$ cat config.mk
export PLATFORM = sky130hd
export DESIGN_NAME = dbx_core
export DESIGN_NICKNAME = d
export VERILOG_FILES = /design/src/design/dbx_pkg.sv /design/src/design/dbx_decode.sv /design/src/design/dbx_core.sv
export SDC_FILE = /design/constraint.sdc
export NUM_CORES = 2
export LEC_CHECK = 0
export ABC_AREA = 1
export BUFFER_PORTS_ARGS = -buffer_cell sky130_fd_sc_hd__buf_2
export CORE_UTILIZATION = 25
export DETAILED_ROUTE_END_ITERATION = 10
export GPL_TIMING_DRIVEN = 1
export PLACE_DENSITY = 0.39
export SYNTH_ARGS = -nofsm -noshare
export SYNTH_HDL_FRONTEND = slang
export SYNTH_SLANG_ARGS = --single-unit
$ cat constraint.sdc
create_clock -name clk_sys -period 3.18 [get_ports clk_sys]
set_clock_uncertainty 0.05 [all_clocks]
set_input_delay 0.318 -clock clk_sys [delete_from_list [all_inputs] [get_ports clk_sys]]
set_output_delay 0.318 -clock clk_sys [all_outputs]
set_load 0.005 [all_outputs]
$ cat src/design/dbx_pkg.sv
package dbx_pkg;
    localparam int DBX_OP_W = 14;
    localparam int DBX_PC_W = 13;
    localparam int DBX_ADDR_W = 7;
    localparam int DBX_DATA_W = 8;
    localparam int DBX_LIT_W = 11;
    localparam int DBX_REGS = 128;
    // Opcode field and high-latch bit positions
    localparam int DBX_DEST_BIT = 7;
    localparam int DBX_LATCH_LO = 3;
    localparam int DBX_LATCH_HI = 4;
    // Opcode classes: top six bits for file ops, top three for the branch
    localparam logic [5:0] DBX_OPC_DECREMENT_FILE_OP = 6'h03;
    localparam logic [5:0] DBX_OPC_DECSZ = 6'h0B;
    localparam logic [2:0] DBX_OPC_BRANCH = 3'h5;
    // Reset values and the no-operation opcode
    localparam logic [12:0] DBX_PC_RST = 13'h0000;
    localparam logic [7:0] DBX_W_RST = 8'h00;
    localparam logic [7:0] DBX_LATCH_RST = 8'h00;
    localparam logic [7:0] DBX_FILE_RST = 8'h00;
    localparam logic [13:0] DBX_NOP = 14'h0000;

    typedef enum logic [3:0] {
        DBX_Q1 = 4'b0001,
        DBX_Q2 = 4'b0010,
        DBX_Q3 = 4'b0100,
        DBX_Q4 = 4'b1000
    } dbx_phase_e;

    typedef enum logic [2:0] {
        DBX_K_OTHER = 3'b001,
        DBX_K_DECREMENT_FILE_OP = 3'b010,
        DBX_K_DECSZ = 3'b100
    } dbx_kind_e;
endpackage

$ cat src/design/dbx_decode.sv
`timescale 1ns/10ps
module dbx_decode
    import dbx_pkg::*;
(
    input wire logic [dbx_pkg::DBX_OP_W-1:0] opcode,
    output logic is_decrement_file_op,
    output logic is_decsz,
    output logic is_branch,
    output logic dest_file,
    output logic [dbx_pkg::DBX_ADDR_W-1:0] file_addr,
    output logic [dbx_pkg::DBX_LIT_W-1:0] literal
);
    import dbx_pkg::*;

    always_comb begin
        is_decrement_file_op = opcode[13:8] == DBX_OPC_DECREMENT_FILE_OP;
        is_decsz = opcode[13:8] == DBX_OPC_DECSZ;
        is_branch = opcode[13:11] == DBX_OPC_BRANCH;
        dest_file = opcode[DBX_DEST_BIT];
        file_addr = opcode[DBX_ADDR_W-1:0];
        literal = opcode[DBX_LIT_W-1:0];
    end
endmodule

$ cat src/design/dbx_core.sv
`timescale 1ns/10ps
module dbx_core
    import dbx_pkg::*;
(
    input wire logic clk_sys,
    input wire logic resetn,
    input wire logic [dbx_pkg::DBX_OP_W-1:0] instr,
    input wire logic [dbx_pkg::DBX_DATA_W-1:0] program_counter_high_latch,
    output logic [dbx_pkg::DBX_PC_W-1:0] pc,
    output logic [dbx_pkg::DBX_DATA_W-1:0] w_acc,
    output logic zero_flag,
    output logic [3:0] phase,
    output logic nop_cycle,
    output logic instr_done,
    output logic file_we,
    output logic [dbx_pkg::DBX_ADDR_W-1:0] file_waddr,
    output logic [dbx_pkg::DBX_DATA_W-1:0] file_wdata
);
    import dbx_pkg::*;

    typedef struct packed {
        dbx_phase_e ph;
        logic [DBX_PC_W-1:0] pc;
        logic [DBX_DATA_W-1:0] w;
        logic z;
        // Instruction fields latched at Q1; operand, result and write fields latched at Q2 to Q4
        logic br;
        logic [DBX_LIT_W-1:0] lit;
        dbx_kind_e kind;
        logic dest;
        logic [DBX_ADDR_W-1:0] addr;
        logic [DBX_DATA_W-1:0] opnd;
        logic [DBX_DATA_W-1:0] res;
        logic flush;
        logic nop;
        logic done;
        logic we;
        logic [DBX_ADDR_W-1:0] waddr;
        logic [DBX_DATA_W-1:0] wdata;
    } dbx_state_s;

    dbx_state_s st_reg;
    dbx_state_s st_next;
    logic [DBX_DATA_W-1:0] file_mem [DBX_REGS];
    logic d_decrement_file_op;
    logic d_decsz;
    logic d_branch;
    logic d_dest;
    logic [DBX_ADDR_W-1:0] d_addr;
    logic [DBX_LIT_W-1:0] d_lit;
    // Operand read and commit terms, derived from state and the program_counter_high_latch input
    logic [DBX_DATA_W-1:0] rd_data;
    logic res_zero;
    logic to_file;
    logic to_w;
    logic take_skip;
    logic take_branch;
    logic [DBX_PC_W-1:0] seq_pc;
    logic [DBX_PC_W-1:0] branch_pc;

    // Incoming word only decoded at Q1; latched instruction used later
    dbx_decode dbx_decode_i (
        .opcode(instr),
        .is_decrement_file_op(d_decrement_file_op),
        .is_decsz(d_decsz),
        .is_branch(d_branch),
        .dest_file(d_dest),
        .file_addr(d_addr),
        .literal(d_lit)
    );

    function automatic logic [DBX_PC_W-1:0] dbx_pc_inc(input logic [DBX_PC_W-1:0] v);
        dbx_pc_inc = v + 13'h0001;
    endfunction

    function automatic logic dbx_is_zero(input logic [DBX_DATA_W-1:0] v);
        dbx_is_zero = v == 8'h00;
    endfunction

    function automatic logic [DBX_DATA_W-1:0] dbx_dec(input logic [DBX_DATA_W-1:0] v);
        dbx_dec = v - 8'h01;
    endfunction

    function automatic dbx_kind_e dbx_kind_of(input logic flush, input logic decrement_file_op,
        input logic decsz);
        if (flush) begin
            dbx_kind_of = DBX_K_OTHER;
        end else if (decrement_file_op) begin
            dbx_kind_of = DBX_K_DECREMENT_FILE_OP;
        end else if (decsz) begin
            dbx_kind_of = DBX_K_DECSZ;
        end else begin
            dbx_kind_of = DBX_K_OTHER;
        end
    endfunction

    // Operand read used in Q2, commit decisions from the latched instruction used in Q4
    always_comb begin
        rd_data = file_mem[st_reg.addr];
        res_zero = dbx_is_zero(st_reg.res);
        to_file = st_reg.kind != DBX_K_OTHER && st_reg.dest;
        to_w = st_reg.kind != DBX_K_OTHER && !st_reg.dest;
        take_skip = st_reg.kind == DBX_K_DECSZ && res_zero;
        take_branch = st_reg.br && !st_reg.nop;
        // Flushed slot holds the counter so a skip or branch lands exactly
        seq_pc = st_reg.nop ? st_reg.pc : dbx_pc_inc(st_reg.pc);
        branch_pc = {program_counter_high_latch[DBX_LATCH_HI:DBX_LATCH_LO],
            st_reg.lit};
    end

    always_comb begin
        st_next = st_reg;
        st_next.done = 1'b0;
        st_next.we = 1'b0;
        case (st_reg.ph)
            DBX_Q1: begin
                st_next.ph = DBX_Q2;
                // Flushed slot runs as a no-operation
                st_next.br = !st_reg.flush && d_branch;
                st_next.lit = d_lit;
                st_next.nop = st_reg.flush;
                st_next.flush = 1'b0;
                st_next.kind = dbx_kind_of(st_reg.flush, d_decrement_file_op, d_decsz);
                st_next.dest = d_dest;
                st_next.addr = d_addr;
            end

            DBX_Q2: begin
                // Operand read one phase after decode
                st_next.ph = DBX_Q3;
                st_next.opnd = rd_data;
            end

            DBX_Q3: begin
                // Wraps from 00 to FF
                st_next.ph = DBX_Q4;
                st_next.res = dbx_dec(st_reg.opnd);
            end

            DBX_Q4: begin
                st_next.ph = DBX_Q1;
                st_next.done = 1'b1;
                st_next.pc = seq_pc;
                if (to_file) begin
                    st_next.we = 1'b1;
                    st_next.waddr = st_reg.addr;
                    st_next.wdata = st_reg.res;
                end

                if (to_w) begin
                    st_next.w = st_reg.res;
                end

                if (st_reg.kind == DBX_K_DECREMENT_FILE_OP) begin
                    st_next.z = res_zero;
                end

                if (take_skip) begin
                    // Counter moves past the skipped word now
                    st_next.pc = dbx_pc_inc(dbx_pc_inc(st_reg.pc));
                    st_next.flush = 1'b1;
                end

                if (take_branch) begin
                    st_next.pc = branch_pc;
                    st_next.flush = 1'b1;
                end
            end
            default: begin
                st_next.ph = DBX_Q1;
            end
        endcase
        if (!resetn) begin
            st_next = '0;
            st_next.ph = DBX_Q1;
            st_next.kind = DBX_K_OTHER;
            st_next.pc = DBX_PC_RST;
            st_next.w = DBX_W_RST;
            // A pending flush must not swallow the first word after reset
            st_next.flush = 1'b0;
            st_next.nop = 1'b0;
            st_next.z = 1'b0;
            st_next.done = 1'b0;
            st_next.we = 1'b0;
        end
    end

    always_ff @(posedge clk_sys) begin
        st_reg <= st_next;
    end

    // Cleared on reset so counts built by decrements are known values
    always_ff @(posedge clk_sys) begin
        if (!resetn) begin
            for (int i = 0; i < DBX_REGS; i++) begin
                file_mem[i] <= DBX_FILE_RST;
            end
        end else if (st_reg.ph == DBX_Q4 && to_file) begin
            file_mem[st_reg.addr] <= st_reg.res;
        end
    end

    // Outputs are plain copies of state flip-flops
    always_comb begin
        pc = st_reg.pc;
        w_acc = st_reg.w;
        zero_flag = st_reg.z;
        phase = st_reg.ph;
        nop_cycle = st_reg.nop;
        instr_done = st_reg.done;
        file_we = st_reg.we;
        file_waddr = st_reg.waddr;
        file_wdata = st_reg.wdata;
    end
endmodule

## Word level (Yosys, flattened, before mapping)

Memory sizes are Yosys's and may differ from the RTL's. A register that Yosys moved wholly into a read port is not among the register bits.
Index checks and enable logic that the tools add are counted.

- Add/sub/neg operators: 3
- Multipliers: 0
- Div/mod/pow operators: 0
- $lt $le $gt $ge: 0
- Eq/ne operators: 12
- Shift-type cells: 0
- Mux-type cells: 19
- Bitwise gates (word level): 0
- Reduce and logical (&&, ||, !) cells: 19

Operators by type and width:

| kind | count |
|---|---|
| 2-to-1 mux 13 bit | 3 |
| adder 13 x 1 -> 13 bit (second input constant) | 2 |
| 2-to-1 mux 17 bit | 1 |
| 2-to-1 mux 16 bit | 1 |
| case mux 4 bit (3 select lines) | 1 |
| AND reduction 2 bit | 6 |
| 2-to-1 mux 3 bit | 3 |
| logical NOT 8 bit | 1 |
| 2-to-1 mux 8 bit | 1 |
| OR reduction 8 bit | 1 |
| subtractor 8 x 1 -> 8 bit (second input constant) | 1 |
| 2-to-1 mux 1 bit | 7 |
| 2-to-1 mux 7 bit | 1 |
| == test 3 bit (second input constant) | 2 |
| == test 6 x 2 -> 1 bit (second input constant) | 1 |
| == test 6 x 4 -> 1 bit (second input constant) | 1 |
| logical AND 1 bit | 6 |
| inequality test 3 x 1 -> 1 bit (second input constant) | 2 |
| == test 4 x 1 -> 1 bit (second input constant) | 1 |
| == test 4 x 2 -> 1 bit (second input constant) | 1 |
| == test 4 x 3 -> 1 bit (second input constant) | 1 |
| == test 4 bit (second input constant) | 1 |
| logical NOT 1 bit | 4 |
| == test 3 x 2 -> 1 bit (second input constant) | 1 |
| other kinds (3) | 3 |

- Flip-flop bits (word level): 76
- Bits in latches: 0
- Memory bits (writable): 1024
- Memory bits (read-only): 0
- Bits of input ports: 24
- Output and inout bits: 44
- Memories: 1

Memory list:

| name | depth | bits a word | read ports | clocked after memory_dff | wr ports | line | text |
|---|---|---|---|---|---|---|---|
| file_mem | 128 | 8 | 1 | 1 | 128 | dbx_core.sv:44 | `logic [DBX_DATA_W-1:0] file_mem [DBX_REGS];` |

## Depth between registers and ports, before layout

- Word-level depth: 8
- Depth in mapped cells: 17
- Mapped depth without buffers: 15

## Modules after synthesis

A second synthesis with hierarchy kept.

- Cell total of the unflattened synthesis: 5643
- Area, all modules: 51619.5 um2

By module, submodules not included:

| module | instances | cells each | area an instance (um2) | sequential area each (um2) |
|---|---|---|---|---|
| dbx_core | 1 | 5613 | 51433.1 | 32431.1 |
| dbx_decode | 1 | 30 | 186.4 | 0.0 |

## Least setup slack after synthesis

OpenSTA, ideal clock, no wires.

- Path kind: register to register
- Start: register st_reg (netlist bit phase[0])
- End: memory file_mem[10][0], enable pin
- Data arrival time: 2.107 ns
- Required time: 2.801 ns
- Setup slack: 0.694 ns
- Stages on the path, launching flop included: 14
- Path buffers: 2
- Period minus slack after synthesis: 2.486 ns
- Cells stage by stage: dfxtp_1 nor2_2 inv_2 nor3_2 o31ai_1 nor2_1 inv_2 nor2_4 inv_2 buf_6 nor2_2 buf_4 nand2_1 nand2_1

RTL lines:

| item | line | text |
|---|---|---|
| start, declared | dbx_core.sv:42 | `dbx_state_s st_reg;` |
| start signal, assigned | dbx_core.sv:189 | `st_reg <= st_next;` |
| end, declared | dbx_core.sv:44 |  |

==> run metrics <==
Vias between 30000 and 40000; Hold Startpoint instr[4]; FF+latch count, synth 1100; total gr overflow 0; Port Buffers 61; Distinct cells, synth 36; CTS clock-pin slew for the worst setup and hold paths around 0.06 ns; Post-Syn Area just under 50000 µm²; Hold Crit Depth 4; Setup-failing EPs final 0; Setup crit start kind flop; num ports between 60 and 70; Mapped Cells between 5000 and 6000; Critical path buffers and inverters 3; Skew-Pair Late Insertion Delay between 0.7 and 0.8 ns; combinational share of power between 10% and 20%; Pwr Density 610.1 nW/µm²; top post-synthesis cells by count nand2_1 (1909), nor2_1 (1198), edfxtp_1 (1024); Hold WC Path Type input port to flop; clk buf depth 3; min Tclk post-route between 3 and 4 ns; Synth top area share a little over 60%; Pins Over Slew Limit 0; area leader, netlist edfxtp_1; TritonCTS clock tree yes; R2R depth 12; part of the power in registers between 40% and 50%; sequential fraction of the synthesis area 65.16%; RR Startpoint branch_pc[0]; fin area 58550 µm²; Ant. Diodes 0; CP endpoint kind flop; Antenna Violating Nets Remaining 0; # clock sinks 1100; Post-synth EDFFs 1024; CP Max Fanout 36; max reg flops roughly 1000; worst setup path start branch_pc[0]; top-count cell post-synth nand2_1; drt wl/cell approximately 22 µm; DP HPWL roughly 110000 µm; Net count, final roughly 5500; Starting Density roughly a quarter; status finished, final reports clean; largest net degree at the start of global routing 140; measured slew at the worst slew-check pin approximately 0.96 ns; final hold viol count 0; share of layout cells above drive strength 1 11.02%; Max Cap Viol 0; CORE AREA approximately 200000 µm²; Synth Warn # 0; Int Pwr around 26 mW; clock network power share a little over two fifths; wire length of the first global-routing pass roughly 260000 µm; drt total wl ~180000 µm; Synth-to-Final Area Change 18.21%; CP required about 3.8 ns; initial DRC count between 2000 and 3000; crit path cell chain inv_8 > nand3_1 > inv_4 > buf_4 > a22oi_1 > nand3b_1 > nand2_1 > nand3_1 > nand2_1 > nand3_1 > nor2_1 > nor2_1; FP Rows about 160; GR Util All Layers 17.65%; overall power 35.72 mW; Mapped Avg Cell Area roughly 9.3 µm²; H-Tree Level Count 4; Crit path top cell by count nand3_1; Synth area leaders edfxtp_1 (62%), nand2_1 (14%), nor2_1 (9.1%); via/cell ratio around 4.6; stages on the worst setup path 12; Horiz. Die Dim 447.1 µm; Residual DRC 0; Crit Path Category flop to flop; Lkg Pwr 21.63 nW; final RePlAce weighted congestion between 0.8 and 0.9; VDD IR-drop max between 0.4 and 0.5 mV; DIE AREA about 200000 µm²; RSZ-0062 raised after global routing no; CP max-delay cell inv_4; Die Y 447.1 µm; async set-or-reset flop fraction in the synthesized netlist 0%; Crit path max-delay family simple AND/OR/NAND/NOR gates; switch share a little over a quarter; critical path's largest stage delay ~0.6 ns; TritonCTS Buffers 133; Synth Flop Type edfxtp_1; period utilization between 90 and 100%; initial antenna violation count 3; Critical Path AT 3.65 ns; Synth Net Count approximately 5400; drt first pass iters 5; Net Switching just under 10 mW; Root Driver clkbuf_16; vias in the first global route around 37000; Max Clk Rate about 330 MHz; placed inst area between 50000 and 60000 µm²; Post-Route Setup TNS 0 ns; Max transition margin a little over a third
[per-stage QoR]
| stage | instances | hold slack (ns) | utilization [%] | setup slack (ns) |
|---|---|---|---|---|
| CTS | 8194 | 0.2436 | 29.70 | 0.01963 |
| global placement | 7940 | 0.4121 | 27.53 | 0.1030 |
| floorplan | 5326 | 0.3903 | - | 0.6943 |
| finish | 8195 | 0.3065 | 29.72 | 0.1749 |
| detailed placement | 7940 | 0.4103 | 27.53 | 0.02719 |
| global route | 8195 | 0.3108 | 29.72 | 0.0004432 |
[placed cells by master (no fill, tap or decap), drive strengths merged, types with 2 or more instances in the layout]
cell	instances
a21oi	250
a22oi	20
and2	2
buf	336
bufinv	7
clkbuf	185
clkinv	42
dfxtp	76
dlygate4sd3	18
edfxtp	1024
ha	3
inv	97
nand2	1949
nand3	60
nand3b	10
nand4	56
nor2	1204
nor3	9
nor4	3
o21ai	160
o22ai	4
or2	21
xnor2	4
xor2	9
[timing repair]
item,in CTS,in global routing
hold endpoints to repair,18,0
gates resized for setup,0,5
setup buffers,0,1
hold buffers,18,0
setup endpoints to repair,0,96
[kinds of logic (layout without fill, tap and decap cells)]
kind of cell / after synthesis / after routing / share of synthesized area (%)
flip-flops: 1100 / 1100 / 65.16
adder cells (fa/ha/maj): 3 / 3 / 0.07580
XOR/XNOR: 13 / 13 / 0.2299
AND/OR/NAND/NOR: 3314 / 3314 / 26.12
AO/OA/AOI/OAI: 439 / 439 / 4.570
buffers and inverters: 457 / 686 / 3.848
[final timing paths]
path / end / slack, ns
setup / recovery: st_reg[29] / 0.17
hold / removal: branch_pc[4] / 0.31
setup reg to reg: st_reg[29] / 0.17
hold reg to reg: zero_flag / 0.41
[worst reg2reg max path: cells and delay by family, from the launching register on]
family / cells / cell delay (ns)
simple gates: 8 / 1.26
buf+inv: 3 / 1.12
flops: 1 / 0.43
compound gates: 1 / 0.07
[layer usage]
layer  vias up  wire (µm)  track usage (%)
met2       760      84990            29.30
met5         -          0                0
met4         0       3352            4.099
met1     18680      83230            24.35
li1      17730          -                -
met3       191       6331            2.218
[power by group through the flow]
stage	Combinational, mW	Clock (mW)	Sequential [mW]
2_1_floorplan	2.30	0	16.7
3_3_place_gp	4.42	0	16.8
3_5_place_dp	4.42	0	16.8
4_1_cts	4.45	15.2	16.5
5_1_grt	4.76	15.7	16.5
6_report	4.40	14.9	16.5
[layout make-up]
class	count	area, µm²
fill	20960	138500
sequential	1100	32280
multi-input combinational	3769	15400
clock buffer	184	3625
tap	2640	3303
timing repair buffer	355	3042
clock inverter	52	481.7
inverter	95	419.2
Power figures use the tool's default switching activity.
